<file path="src/hdl/qpic_pkg.sv">
/*
 * constants and types shared by the quadrature position init control block:
 * register offsets, field positions, reset values and mode encodings.
 * assumes a 32-bit apb slave with byte addresses in the low 8 bits.
 */
package qpic_pkg;

    // ****************************************
    // register offsets
    // ****************************************
    localparam logic [7:0] OFS_CTRL = 8'h00;
    localparam logic [7:0] OFS_IOC = 8'h04;
    localparam logic [7:0] OFS_POS = 8'h08;
    localparam logic [7:0] OFS_IDXCNT = 8'h0c;
    localparam logic [7:0] OFS_HIGH = 8'h10;
    localparam logic [7:0] OFS_LOW = 8'h14;
    localparam logic [7:0] OFS_STAT = 8'h18;

    // ****************************************
    // field positions
    // ****************************************
    localparam int CTRL_EN_BIT = 15;
    localparam int CTRL_IDLE_BIT = 13;
    localparam int CTRL_PIM_LSB = 10;
    localparam int CTRL_IMV_LSB = 8;
    localparam int CTRL_DIV_LSB = 4;
    localparam int CTRL_POL_BIT = 3;
    localparam int CTRL_GATE_BIT = 2;
    localparam int CTRL_CCM_LSB = 0;
    localparam int IOC_SWAP_BIT = 8;
    localparam int IOC_HOME_INV_BIT = 7;
    localparam int IOC_IDX_INV_BIT = 6;
    localparam int IOC_B_INV_BIT = 5;
    localparam int IOC_A_INV_BIT = 4;
    localparam int STAT_INIT_BIT = 0;
    localparam int STAT_HOME_BIT = 1;
    localparam int STAT_IDX_BIT = 2;

    // ****************************************
    // reset values and write masks
    // ****************************************
    localparam logic [15:0] CTRL_RST = 16'h0000;
    localparam logic [15:0] CTRL_WMASK = 16'hbf7f;
    localparam logic [8:0] IOC_RST = 9'h000;
    localparam logic [8:0] IOC_WMASK = 9'h1f0;
    localparam logic [2:0] STAT_RST = 3'h0;
    localparam logic [31:0] REG32_RST = 32'h0000_0000;

    // ****************************************
    // mode encodings
    // ****************************************
    typedef enum logic [2:0] {
        PIM_NONE = 3'b000,
        PIM_EVERY_IDX = 3'b001,
        PIM_NEXT_IDX = 3'b010,
        PIM_FIRST_HOME = 3'b011,
        PIM_SECOND_HOME = 3'b100,
        PIM_GE_RESET = 3'b101,
        PIM_MODULO = 3'b110,
        PIM_RSVD = 3'b111
    } qpic_pim_t;

    typedef enum logic [1:0] {
        CCM_QUAD = 2'b00,
        CCM_UPDN = 2'b01,
        CCM_EXTCLK = 2'b10,
        CCM_TIMER = 2'b11
    } qpic_ccm_t;

endpackage

</file>
<file path="src/hdl/qpic_top.sv">
/*
 * encoder interface position counter with initialization control, index
 * counter, shared init/compare high register and compare low register,
 * all behind an apb slave.
 * assumes encoder pins are already synchronous to pclk and one clock domain.
 */
// The APB interface to the registers and the register addresses were left to the implementer.
// Notes on behaviour
// - init mode field sits in control bits 12..10; code 111 reserved, acts as none.
// - init mode 110 wraps position counter between low and high bounds.
// - init mode 101 clears position counter when it equals the high compare.
// - init mode 100 loads init value on second index after home.
// - init mode 011 loads init value on first index after home.
// - init mode 010 loads init value on the next index only.
// - control bits 9 and 8 give phase b and phase a index match levels.
// - counter modes 10 and 11 make all counters timers, init mode ignored.
// - index match uses phases after swap and polarity inversion.
// - a 32-bit counter counts index pulses.
// - 32-bit compare low register plus shared 32-bit init/compare high register.
// - quadrature, up/down, gated count, gated timer and internal timer modes.
// - counter mode 00 is x4 quadrature; in init mode 001 a matched index resets the counter.
`timescale 1ns/1ps

module qpic_top (
    input wire logic pclk,
    input wire logic presetn,
    input wire logic ce,
    input wire logic psel,
    input wire logic penable,
    input wire logic pwrite,
    input wire logic [7:0] paddr,
    input wire logic [31:0] pwdata,
    output logic [31:0] prdata,
    output logic pready,
    output logic pslverr,
    input wire logic phase_a_input,
    input wire logic phase_b_input,
    input wire logic index_input,
    input wire logic home_input,
    input wire logic cpu_idle,
    output logic init_done
);

    // ****************************************
    // state
    // ****************************************
    logic [15:0] encoder_control_r;
    logic [8:0] io_control_r;
    logic [31:0] position_counter_r;
    logic [31:0] index_count_r;
    logic [31:0] high_cmp_r;
    logic [31:0] low_cmp_r;
    logic [2:0] status_r;
    logic [31:0] prdata_r;
    logic pready_r;
    logic pslverr_r;
    logic a_prev_r;
    logic b_prev_r;
    logic idx_prev_r;
    logic home_prev_r;
    logic [7:0] presc_r;
    logic arm_next_r;
    logic home_seen_r;
    logic idx_after_home_r;

    logic [31:0] position_counter_nxt;
    logic [31:0] rd_val;
    logic step;
    logic up;
    logic up_raw;
    logic init_load;
    logic rd_hit;

    function automatic logic [7:0] div_limit(input logic [2:0] sel);
        div_limit = (8'h01 << sel) - 8'h01;
    endfunction

    // ****************************************
    // decode of control and pins
    // ****************************************
    qpic_pkg::qpic_pim_t pim;
    qpic_pkg::qpic_ccm_t counter_mode_select;
    logic module_counter_enable;
    logic run;
    logic timer_mode;
    logic a_eff;
    logic b_eff;
    logic idx_eff;
    logic home_eff;
    logic idx_evt;
    logic home_evt;
    logic idx_match;
    logic idx_q;
    logic tick;
    logic gate_ok;

    assign pim = qpic_pkg::qpic_pim_t'(encoder_control_r[qpic_pkg::CTRL_PIM_LSB +: 3]);
    assign counter_mode_select = qpic_pkg::qpic_ccm_t'(encoder_control_r[qpic_pkg::CTRL_CCM_LSB +: 2]);
    assign module_counter_enable = encoder_control_r[qpic_pkg::CTRL_EN_BIT];
    // idle hold only matters when software asked for it
    assign run = module_counter_enable
        & ~(encoder_control_r[qpic_pkg::CTRL_IDLE_BIT] & cpu_idle);
    assign timer_mode = counter_mode_select[1];

    // swap first, then per-input inversion
    assign a_eff = (io_control_r[qpic_pkg::IOC_SWAP_BIT] ? phase_b_input : phase_a_input)
        ^ io_control_r[qpic_pkg::IOC_A_INV_BIT];
    assign b_eff = (io_control_r[qpic_pkg::IOC_SWAP_BIT] ? phase_a_input : phase_b_input)
        ^ io_control_r[qpic_pkg::IOC_B_INV_BIT];
    assign idx_eff = index_input ^ io_control_r[qpic_pkg::IOC_IDX_INV_BIT];
    assign home_eff = home_input ^ io_control_r[qpic_pkg::IOC_HOME_INV_BIT];
    assign idx_evt = idx_eff & ~idx_prev_r;
    assign home_evt = home_eff & ~home_prev_r;
    assign idx_match = (a_eff == encoder_control_r[qpic_pkg::CTRL_IMV_LSB])
        & (b_eff == encoder_control_r[qpic_pkg::CTRL_IMV_LSB + 1]);
    // only quadrature mode qualifies index events with the phase pattern
    assign idx_q = idx_evt & ((counter_mode_select != qpic_pkg::CCM_QUAD) | idx_match);
    assign tick = presc_r == div_limit(encoder_control_r[qpic_pkg::CTRL_DIV_LSB +: 3]);
    assign gate_ok = ~encoder_control_r[qpic_pkg::CTRL_GATE_BIT] | b_eff;

    // ****************************************
    // apb decode
    // ****************************************
    logic setup;
    logic acc;
    logic wr;

    assign setup = psel & ~penable;
    assign acc = psel & penable & pready_r;
    assign wr = acc & pwrite;

    // ****************************************
    // count step per counter mode
    // ****************************************
    always_comb begin
        step = 1'b0;
        up_raw = 1'b1;
        unique case (counter_mode_select)
            qpic_pkg::CCM_QUAD: begin
                // exactly one phase changed; direction from new a against old b
                step = (a_eff ^ a_prev_r) != (b_eff ^ b_prev_r);
                up_raw = a_eff ^ b_prev_r;
            end
            qpic_pkg::CCM_UPDN: begin
                step = a_eff & ~a_prev_r;
                up_raw = b_eff;
            end
            qpic_pkg::CCM_EXTCLK: begin
                step = a_eff & ~a_prev_r & gate_ok;
            end
            qpic_pkg::CCM_TIMER: begin
                step = tick & gate_ok;
            end
        endcase
        up = up_raw ^ encoder_control_r[qpic_pkg::CTRL_POL_BIT];
    end

    // ****************************************
    // next position value
    // ****************************************
    always_comb begin
        logic [31:0] counted;
        counted = step ? (up ? position_counter_r + 32'h1 : position_counter_r - 32'h1)
            : position_counter_r;
        position_counter_nxt = position_counter_r;
        init_load = 1'b0;
        if (run) begin
            position_counter_nxt = counted;
            if (!timer_mode) begin
                unique case (pim)
                    qpic_pkg::PIM_MODULO: begin
                        if (step && up && position_counter_r == high_cmp_r) begin
                            position_counter_nxt = low_cmp_r;
                        end else if (step && !up && position_counter_r == low_cmp_r) begin
                            position_counter_nxt = high_cmp_r;
                        end
                    end
                    qpic_pkg::PIM_GE_RESET: begin
                        if (position_counter_r == high_cmp_r) begin
                            position_counter_nxt = qpic_pkg::REG32_RST;
                        end
                    end
                    qpic_pkg::PIM_EVERY_IDX: begin
                        if (idx_q) begin
                            position_counter_nxt = qpic_pkg::REG32_RST;
                        end
                    end
                    qpic_pkg::PIM_NEXT_IDX: begin
                        init_load = idx_q & arm_next_r;
                    end
                    qpic_pkg::PIM_FIRST_HOME: begin
                        init_load = idx_q & home_seen_r & ~idx_after_home_r;
                    end
                    qpic_pkg::PIM_SECOND_HOME: begin
                        init_load = idx_q & home_seen_r & idx_after_home_r;
                    end
                    qpic_pkg::PIM_NONE, qpic_pkg::PIM_RSVD: begin
                        position_counter_nxt = counted;
                    end
                endcase
                if (init_load) begin
                    position_counter_nxt = high_cmp_r;
                end
            end
        end
    end

    // ****************************************
    // registers written by software
    // ****************************************
    always_ff @(posedge pclk or negedge presetn) begin
        if (!presetn) begin
            encoder_control_r <= qpic_pkg::CTRL_RST;
            io_control_r <= qpic_pkg::IOC_RST;
            high_cmp_r <= qpic_pkg::REG32_RST;
            low_cmp_r <= qpic_pkg::REG32_RST;
        end else if (ce && wr) begin
            if (paddr == qpic_pkg::OFS_CTRL) begin
                encoder_control_r <= pwdata[15:0] & qpic_pkg::CTRL_WMASK;
            end
            if (paddr == qpic_pkg::OFS_IOC) begin
                io_control_r <= pwdata[8:0] & qpic_pkg::IOC_WMASK;
            end
            if (paddr == qpic_pkg::OFS_HIGH) begin
                high_cmp_r <= pwdata;
            end
            if (paddr == qpic_pkg::OFS_LOW) begin
                low_cmp_r <= pwdata;
            end
        end
    end

    // ****************************************
    // counters
    // ****************************************
    always_ff @(posedge pclk or negedge presetn) begin
        if (!presetn) begin
            position_counter_r <= qpic_pkg::REG32_RST;
        end else if (ce) begin
            // a software write beats any hardware update in the same cycle
            if (wr && paddr == qpic_pkg::OFS_POS) begin
                position_counter_r <= pwdata;
            end else begin
                position_counter_r <= position_counter_nxt;
            end
        end
    end

    always_ff @(posedge pclk or negedge presetn) begin
        if (!presetn) begin
            index_count_r <= qpic_pkg::REG32_RST;
        end else if (ce) begin
            if (wr && paddr == qpic_pkg::OFS_IDXCNT) begin
                index_count_r <= pwdata;
            end else if (run && (timer_mode ? step : idx_evt)) begin
                index_count_r <= index_count_r + 32'h1;
            end
        end
    end

    always_ff @(posedge pclk or negedge presetn) begin
        if (!presetn) begin
            presc_r <= 8'h00;
        end else if (ce && run) begin
            presc_r <= tick ? 8'h00 : presc_r + 8'h01;
        end
    end

    // ****************************************
    // homing sequence
    // ****************************************
    always_ff @(posedge pclk or negedge presetn) begin
        if (!presetn) begin
            arm_next_r <= 1'b0;
            home_seen_r <= 1'b0;
            idx_after_home_r <= 1'b0;
        end else if (ce) begin
            if (wr && paddr == qpic_pkg::OFS_CTRL) begin
                arm_next_r <= pwdata[qpic_pkg::CTRL_PIM_LSB +: 3] == qpic_pkg::PIM_NEXT_IDX;
            end else if (init_load && pim == qpic_pkg::PIM_NEXT_IDX) begin
                arm_next_r <= 1'b0;
            end
            if (run && !timer_mode) begin
                if (home_evt) begin
                    home_seen_r <= 1'b1;
                    idx_after_home_r <= 1'b0;
                end else if (init_load) begin
                    home_seen_r <= 1'b0;
                    idx_after_home_r <= 1'b0;
                end else if (idx_q && home_seen_r && pim == qpic_pkg::PIM_SECOND_HOME) begin
                    idx_after_home_r <= 1'b1;
                end
            end
        end
    end

    // ****************************************
    // status, write one to clear, set wins
    // ****************************************
    logic [2:0] stat_set;
    logic [2:0] stat_clr;

    assign stat_set = {run & idx_evt, run & home_evt, init_load};
    assign stat_clr = (wr && paddr == qpic_pkg::OFS_STAT) ? pwdata[2:0] : 3'h0;

    always_ff @(posedge pclk or negedge presetn) begin
        if (!presetn) begin
            status_r <= qpic_pkg::STAT_RST;
        end else if (ce) begin
            status_r <= (status_r & ~stat_clr) | stat_set;
        end
    end

    // ****************************************
    // apb read and answer
    // ****************************************
    always_comb begin
        rd_val = qpic_pkg::REG32_RST;
        rd_hit = 1'b1;
        unique case (paddr)
            qpic_pkg::OFS_CTRL: rd_val = {16'h0000, encoder_control_r};
            qpic_pkg::OFS_IOC: rd_val = {23'h0, io_control_r[8:4], home_eff, idx_eff, b_eff, a_eff};
            qpic_pkg::OFS_POS: rd_val = position_counter_r;
            qpic_pkg::OFS_IDXCNT: rd_val = index_count_r;
            qpic_pkg::OFS_HIGH: rd_val = high_cmp_r;
            qpic_pkg::OFS_LOW: rd_val = low_cmp_r;
            qpic_pkg::OFS_STAT: rd_val = {29'h0, status_r};
            default: rd_hit = 1'b0;
        endcase
    end

    // answer one cycle after setup: zero wait states
    always_ff @(posedge pclk or negedge presetn) begin
        if (!presetn) begin
            prdata_r <= qpic_pkg::REG32_RST;
            pready_r <= 1'b0;
            pslverr_r <= 1'b0;
            a_prev_r <= 1'b0;
            b_prev_r <= 1'b0;
            idx_prev_r <= 1'b0;
            home_prev_r <= 1'b0;
        end else if (ce) begin
            pready_r <= setup & ~pready_r;
            pslverr_r <= setup & ~rd_hit;
            if (setup) begin
                prdata_r <= rd_val;
            end
            a_prev_r <= a_eff;
            b_prev_r <= b_eff;
            idx_prev_r <= idx_eff;
            home_prev_r <= home_eff;
        end
    end

    assign prdata = prdata_r;
    assign pready = pready_r;
    assign pslverr = pslverr_r;
    assign init_done = status_r[qpic_pkg::STAT_INIT_BIT];

    logic pos_wr;
    assign pos_wr = wr && paddr == qpic_pkg::OFS_POS;
endmodule

</file>
<file path="config.mk">
export PLATFORM = sky130hd
export DESIGN_NAME = qpic_top
export DESIGN_NICKNAME = d
export VERILOG_FILES = /design/src/hdl/qpic_pkg.sv /design/src/hdl/qpic_top.sv
export SDC_FILE = /design/constraint.sdc
export NUM_CORES = 1
export LEC_CHECK = 0
export BUFFER_PORTS_ARGS = -buffer_cell sky130_fd_sc_hd__buf_2
export CAP_MARGIN = 20
export CORE_AREA = 2 2 182 184
export DETAILED_ROUTE_END_ITERATION = 8
export DIE_AREA = 0 0 184 186
export HOLD_SLACK_MARGIN = 0.15
export SLEW_MARGIN = 25
export SYNTH_ARGS = -nofsm -noshare
export SYNTH_HDL_FRONTEND = slang
export SYNTH_SLANG_ARGS = --single-unit
</file>
<file path="constraint.sdc">
create_clock -name pclk -period 5.9 [get_ports pclk]
set_input_delay 0 -clock pclk [delete_from_list [all_inputs] [get_ports pclk]]
set_output_delay 0 -clock pclk [all_outputs]
set_load 0.005 [all_outputs]
</file>
==> flow_summary_export.csv, run 1 <==
group,metric,value,unit
setup_path,crit-reg2reg-launch,"io_control_r[8]",
drt,drt_iter0_drc,2165,
timing,worst_clock_skew,22.0,ps
drt,drc,0,
grt,antenna_found_initial,0,
drt,via_per_inst,6.73,
setup_path,worstPathArrival,5750,ps
synth,synth_top_area_cell,"dfrtp_1",
status,status,"completed",
timing,setup_viol,0,
timing,hold_violations,0,
finish,fillers,3081,
finish,drive_above_1_share,0.152,
setup_path,startpoint_type,"flop",
timing,maxSlewViolCount,0,
timing,timing.final.crit_share,0.912,
timing,fin_tns_setup,0,ps
timing,fin_crit,5380,ps
grt,grt_usage,0.324,
place,gp_congestion,1.00,
setup_path,end_kind,"flop",
floorplanning,fp.dieH,186,um
floorplanning,die_area,34200,um2
synth,synth_flop_cell,"dfrtp_1",
synth,synth.cell_area,14300,um2
timing,rsz0062_at_grt,"no",
power_and_ir_drop,p_leak,6.82,nW
setup_path,crit_cells,16,
floorplanning,coreArea,32200,um2
drt,finalWirelength,54800,um
synth,synth_top_area_share,0.348,
setup_path,path_cells,"mux2i_4 -> dlygate4sd3_1 -> xor2_2 -> a22o_1 -> xnor2_4 -> xnor2_1 -> ha_1 -> nand4_1 -> nor4_1 -> nand3_1 -> or3_1 -> or3b_2 -> a21oi_1 -> xor2_1 -> o21ai_0 -> a21oi_1",
setup_path,cp_data_required_time,6270,ps
grt,grt_pass1_wl,84200,um
clocking,htreeDepth,4,
timing,tightest_slew,947,ps
setup_path,slowest_delay,720,ps
drt,wl_per_cell,25.2,um
synth,ys_ff_latch,199,
clocking,cts_made_buffers,17,
synth,async_reset_ff_frac,1.00,
clocking,root_buffer,"clkbuf_16",
synth,syn_nets,1777,
floorplanning,rows,66,
finish,area_growth,11.7,%
timing,slew_headroom,0.365,
synth,synth.most_common_cell,"dfrtp_1",
clocking,cts_resized,0,
drt,drt_first_pass_iters,9,
clocking,clk-insertion-delay-late,460,ps
worst_hold_path,holdPathStages,4,
finish,n_antenna_cell,0,
clocking,ctsHoldBuffers,41,
place,port_buffers,85,
power_and_ir_drop,total_power,0.00294,W
finish,nets,1806,
synth,synth_common_cells,"dfrtp_1, nand2_1, o21ai_0",
floorplanning,io_pins,86,
setup_path,crit_start,"io_control_r[8]",
synth,synth_edf_count,0,
synth,synthDistinctLibCells,87,
setup_path,path_common_cell,"a21oi_1",
synth,synth-seq-area-share,0.348,
clocking,tritoncts,"built",
worst_hold_path,worstHoldPathType,"input port to flop",
flow_run,maxCapViolCount,0,
synth,syn_area_per_cell,8.32,um2
synth,syn_inst,1721,
drt,route.vias.total,14600,
setup_path,critPathTopFamily,"simple AND/OR/NAND/NOR gates",
clocking,cts_setup_buffers,0,
power_and_ir_drop,cellPowerDensity,184,nW/um2
grt,grt_max_degree,118,
drt,postRouteAntennaNets,0,
place,post-dp-hpwl,39300,um
clocking,cts_buffer_depth,2,
finish,fin_util,0.497,
clocking,cts.clk_slew.worst_paths,80,ps
floorplanning,die_width,184,um
floorplanning,start_util,0.445,
setup_path,crit_slowest_cell,"a22o_1",
setup_path,path_class,"flop to flop",
synth,ys.warnings.count,0,
setup_path,path_buf_inv,1,
setup_path,critPathMaxFanout,10,
grt,grt-ovfl-total,0,
timing,fmax,0.186,GHz
worst_hold_path,hold_start,"paddr[3]",
grt,grt_pass1_vias,13700,
synth,ys_top_cells_by_area,"dfrtp_1, mux2_2, o21ai_0",
clocking,cts.sinks,199,
power_and_ir_drop,max-vdd-ir-drop,0.000154,V
setup_path,ff2ff_path_depth,16,
==> area by class of cell <==
cell class	instances	area, um2	area share
inverter	21	78.8	0.00493
clock buffer	19	453	0.0283
multi-input combinational	1353	8730	0.546
tap	408	510	0.0319
sequential	199	4980	0.311
clock inverter	13	159	0.00993
timing repair buffer	158	1090	0.0679
==> worst paths after layout <==
kind	slack, ps	endpoint
max in group asynchronous	4510	position_counter_r[19]
worst max register to register	520	position_counter_r[22]
min in group asynchronous	230	index_count_r[2]
worst max-delay path	520	position_counter_r[22]
worst min-delay path	180	pslverr
worst min register to register	480	prdata[29]
==> logic make-up (layout without fill, tap and decap cells) <==
logic type                 count (synthesis)  in the layout  synth area share
muxes                                    116            116            0.0900
xor gates and xnor gates                  96             96            0.0634
buffers and inverters                    169            211            0.0471
AOI/OAI and AO/OA                        535            535             0.240
DFF                                      199            199             0.348
adders and majority gates                  5              5           0.00437
and+or+nand+nor                          601            601             0.207
==> flip-flops by register name (all words and copies together) (netlist names) <==
signal and cells:
home_seen_r 1, presc_r 8, a_prev_r 1, low_cmp_r 32, pready 1, idx_after_home_r 1, idx_prev_r 1, pslverr 1
prdata 32, position_counter_r 32, home_prev_r 1, index_count_r 32, b_prev_r 1, high_cmp_r 32, status_r 3, io_control_r 5
encoder_control_r 14, arm_next_r 1
==> metal layers <==
layer,wire length [um],part of all wire,vias up,global-route usage
li1,-,-,6464,-
met1,23500,0.43,7104,0.471
met2,23700,0.43,897,0.477
met3,5880,0.11,135,0.0659
met4,1620,0.030,0,0.110
met5,0,0,-,0
==> per-stage QoR <==
step	worst slack (ps)	cells	hold WS [ps]	instance area, um2
finish	517	2171	184	16000
global route	202	2171	202	16000
CTS	559	2171	156	16000
detailed placement	1160	2098	216	15000
global placement	1250	2098	224	15000
floorplan	1290	1721	-296	14300
==> report_power, final <==
group,total (W),switching [W],internal (W)
clock network,0.00125,0.000586,0.000663
logic,0.000273,0.000177,0.0000963
registers,0.00141,0.0000380,0.00137
total,0.00294,0.000801,0.00213
==> worst register-to-register path, delay by kind of cell, from the launching register on <==
| kind | cells | cell delay [ps] |
|---|---|---|
| and+or+nand+nor | 5 | 1670 |
| buffers and inverters | 1 | 610 |
| muxes | 1 | 280 |
| adders and majority gates | 1 | 330 |
| AOI/OAI and AO/OA | 4 | 1160 |
| xor gates and xnor gates | 4 | 770 |
| DFF | 1 | 470 |
==> placed cells by master, fill, tap and decap left out, types with 6 or more instances in the layout <==
cell	instances
o22ai_1	25
o31ai_1	16
nand2_1	180
a21oi_1	143
mux2_2	88
a222oi_1	18
clkbuf_16	17
a22o_1	26
mux2i_1	26
a221o_1	11
xor2_1	44
nand2b_1	12
nor2_1	112
dlygate4sd3_1	41
buf_4	32
a2bb2oi_1	6
nor4_1	32
or4_1	11
nor3_1	44
a21o_1	22
o21ai_0	147
nand4_1	32
buf_2	84
dfrtp_1	199
or3_1	25
and2_1	10
a22oi_1	14
a31oi_1	14
nand3_1	72
xnor2_1	46
a211oi_1	17
nor2b_1	7
inv_1	19
and3_1	23
a221oi_1	18
o211ai_1	8
Note: power is estimated with default switching activity, not from simulation.
==> inputs of run 2 (changes only) <==
--- a/config.mk
+++ b/config.mk
@@ -7,10 +7,13 @@
 export LEC_CHECK = 0
 export BUFFER_PORTS_ARGS = -buffer_cell sky130_fd_sc_hd__buf_2
 export CAP_MARGIN = 20
+export CELL_PAD_IN_SITES_DETAIL_PLACEMENT = 0
+export CELL_PAD_IN_SITES_GLOBAL_PLACEMENT = 1
 export CORE_AREA = 2 2 182 184
 export DETAILED_ROUTE_END_ITERATION = 8
 export DIE_AREA = 0 0 184 186
 export HOLD_SLACK_MARGIN = 0.15
+export PLACE_DENSITY_LB_ADDON = 0.1
 export SLEW_MARGIN = 25
 export SYNTH_ARGS = -nofsm -noshare
 export SYNTH_HDL_FRONTEND = slang
==> run 2 against run 1 <==
Compared with the run above: combinational power is 4% higher; register-to-register slack got worse by 96 ps; final area rose by 0.40%; hold slack got worse by 54 ps; via count shrank 0.90%; clock power about the same; critical endpoint unchanged; largest power group unchanged.
==> flow_summary_export.csv, run 2 (synthesis results as in run 1) <==
group,metric,value,unit
worst_hold_path,whs_endpoint,"prdata[12]",
setup_path,worstPathArrival,5870,ps
finish,final_cell_mix,"dfrtp_1, nand2_1, o21ai_0",
setup_path,end_kind,"flop",
floorplanning,rows,66,
power_and_ir_drop,cellPowerDensity,183,nW/um2
setup_path,cp_data_required_time,6290,ps
drt,wl_per_cell,26.6,um
setup_path,crit-reg2reg-launch,"io_control_r[8]",
drt,postRouteAntennaNets,0,
flow_run,maxCapViolCount,0,
floorplanning,fp.dieH,186,um
finish,area_growth,12.1,%
place,placed_area,15000,um2
setup_path,ff2ff_path_depth,16,
grt,grt_pass1_wl,87500,um
setup_path,ff2ff_setup_slack,420,ps
floorplanning,io_pins,86,
power_and_ir_drop,p_leak,6.84,nW
clocking,cts_made_buffers,17,
worst_hold_path,holdPathStages,4,
timing,slew_headroom,0.294,
grt,grt_usage,0.343,
grt,grt_max_degree,100,
place,gp_congestion,0.961,
timing,tightest_slew,1060,ps
timing,fin_tns_setup,0,ps
timing,timing.final.crit_share,0.929,
setup_path,startpoint_type,"flop",
timing,setup_viol,0,
drt,drc,0,
floorplanning,start_util,0.445,
grt,antenna_found_initial,1,
power_and_ir_drop,max-vdd-ir-drop,0.000280,V
clocking,cts_buffer_depth,2,
clocking,cts_resized,0,
finish,n_antenna_cell,0,
finish,drive_above_1_share,0.154,
finish,fin_area,16100,um2
floorplanning,coreArea,32200,um2
place,post-dp-hpwl,41000,um
floorplanning,die_area,34200,um2
drt,drt_iter0_drc,1624,
timing,maxSlewViolCount,0,
drt,drt_first_pass_iters,6,
setup_path,path_common_cell,"a21oi_1",
drt,finalWirelength,57900,um
finish,layout.area.seq,4980,um2
clocking,root_buffer,"clkbuf_16",
place,dp.cells,2104,
clocking,cts.sinks,199,
drt,via_per_inst,6.65,
worst_hold_path,hold_start,"penable",
floorplanning,die_width,184,um
clocking,cts.clk_slew.worst_paths,80,ps
finish,multi_input_area,8750,um2
clocking,clk-insertion-delay-late,460,ps
setup_path,path_cells,"mux2i_4 -> dlygate4sd3_1 -> xor2_2 -> a22o_1 -> xnor2_4 -> xnor2_1 -> ha_1 -> nand4_1 -> nor4_1 -> nand3_1 -> or3_1 -> or3b_2 -> a21oi_1 -> xor2_1 -> o21ai_0 -> a21oi_1",
power_and_ir_drop,total_power,0.00294,W
setup_path,critPathMaxFanout,10,
place,port_buffers,85,
setup_path,r2r-end,"position_counter_r[22]",
timing,hold_violations,0,
grt,grt-ovfl-total,0,
setup_path,critPathTopFamily,"simple AND/OR/NAND/NOR gates",
clocking,tritoncts,"built",
worst_hold_path,worstHoldPathType,"input port to flop",
drt,route.vias.total,14500,
timing,fin_crit,5480,ps
timing,fmax,0.183,GHz
clocking,htreeDepth,4,
timing,worst_clock_skew,14.1,ps
timing,rsz0062_at_grt,"no",
finish,stdcell_count,2177,
setup_path,path_class,"flop to flop",
status,status,"completed",
finish,nets,1814,
finish,final_common_cell,"dfrtp_1",
grt,grt_pass1_vias,13800,
finish,fillers,3138,
setup_path,path_buf_inv,1,
setup_path,crit_slowest_cell,"a22o_1",
setup_path,slowest_delay,750,ps
-- run 2: changes by cell type in the layout (fill, tap and decap cells not counted), sizes merged --
| cell | before | now |
|---|---|---|
| dlygate4sd3 | 41 | 42 |
| inv | 25 | 20 |
| clkbuf | 19 | 20 |
| bufinv | 2 | 3 |
| buf | 117 | 123 |
| clkinvlp | 1 | 2 |
| clkinv | 6 | 7 |
-- run 2: what timing repair did --
action | 4_1_cts | 5_1_grt
setup buffers | 0 | 0
hold buffers | 40 | 2
hold endpoints to repair | 251 | 1
-- run 2: worst min-delay path: stages --
cell and delay [ps]:
buf_2 90, nand3b_1 310, nand2_1 80, o21ai_0 60
-- run 2: layout make-up --
cell class              count  area share
multi-input cells        1353       0.545
flip-flops and latches    199       0.310
repair buffers            166      0.0717
well taps                 408      0.0318
clock buffers              19      0.0276
clock inverters            11     0.00935
inverters                  21     0.00491
-- run 2: how the worst max path moves through the flow --
stage / start / end / slack, ps / depth (start not counted)
2_1_floorplan: io_control_r[8] / position_counter_r[22] / 1290 / 20
3_3_place_gp: io_control_r[8] / position_counter_r[22] / 1190 / 15
3_5_place_dp: io_control_r[8] / position_counter_r[22] / 1080 / 15
4_1_cts: io_control_r[8] / position_counter_r[22] / 490 / 16
5_1_grt: io_control_r[8] / position_counter_r[22] / 190 / 16
6_report: io_control_r[8] / position_counter_r[22] / 420 / 16
-- run 2: per-stage QoR --
step / hold slack (ps) / utilization / setup WS, ps
6_report: 130 / 0.499 / 421
5_1_grt: 167 / 0.499 / 188
4_1_cts: 176 / 0.497 / 487
3_5_place_dp: 162 / 0.467 / 1080
3_3_place_gp: 156 / 0.467 / 1190
2_1_floorplan: -296 / - / 1290
-- run 2: per-layer routing --
metal,global-route usage,vias up,part of all wire
met2,0.502,783,0.43
met4,0.115,0,0.028
met3,0.0871,99,0.10
met5,0,-,0
li1,-,6462,-
met1,0.492,7124,0.44
-- run 2: power by group --
group          internal (W)  switching, W  leakage [nW]
sequential          0.00138     0.0000357          2.68
clock              0.000676      0.000566         0.285
combinational     0.0000974      0.000186          3.87
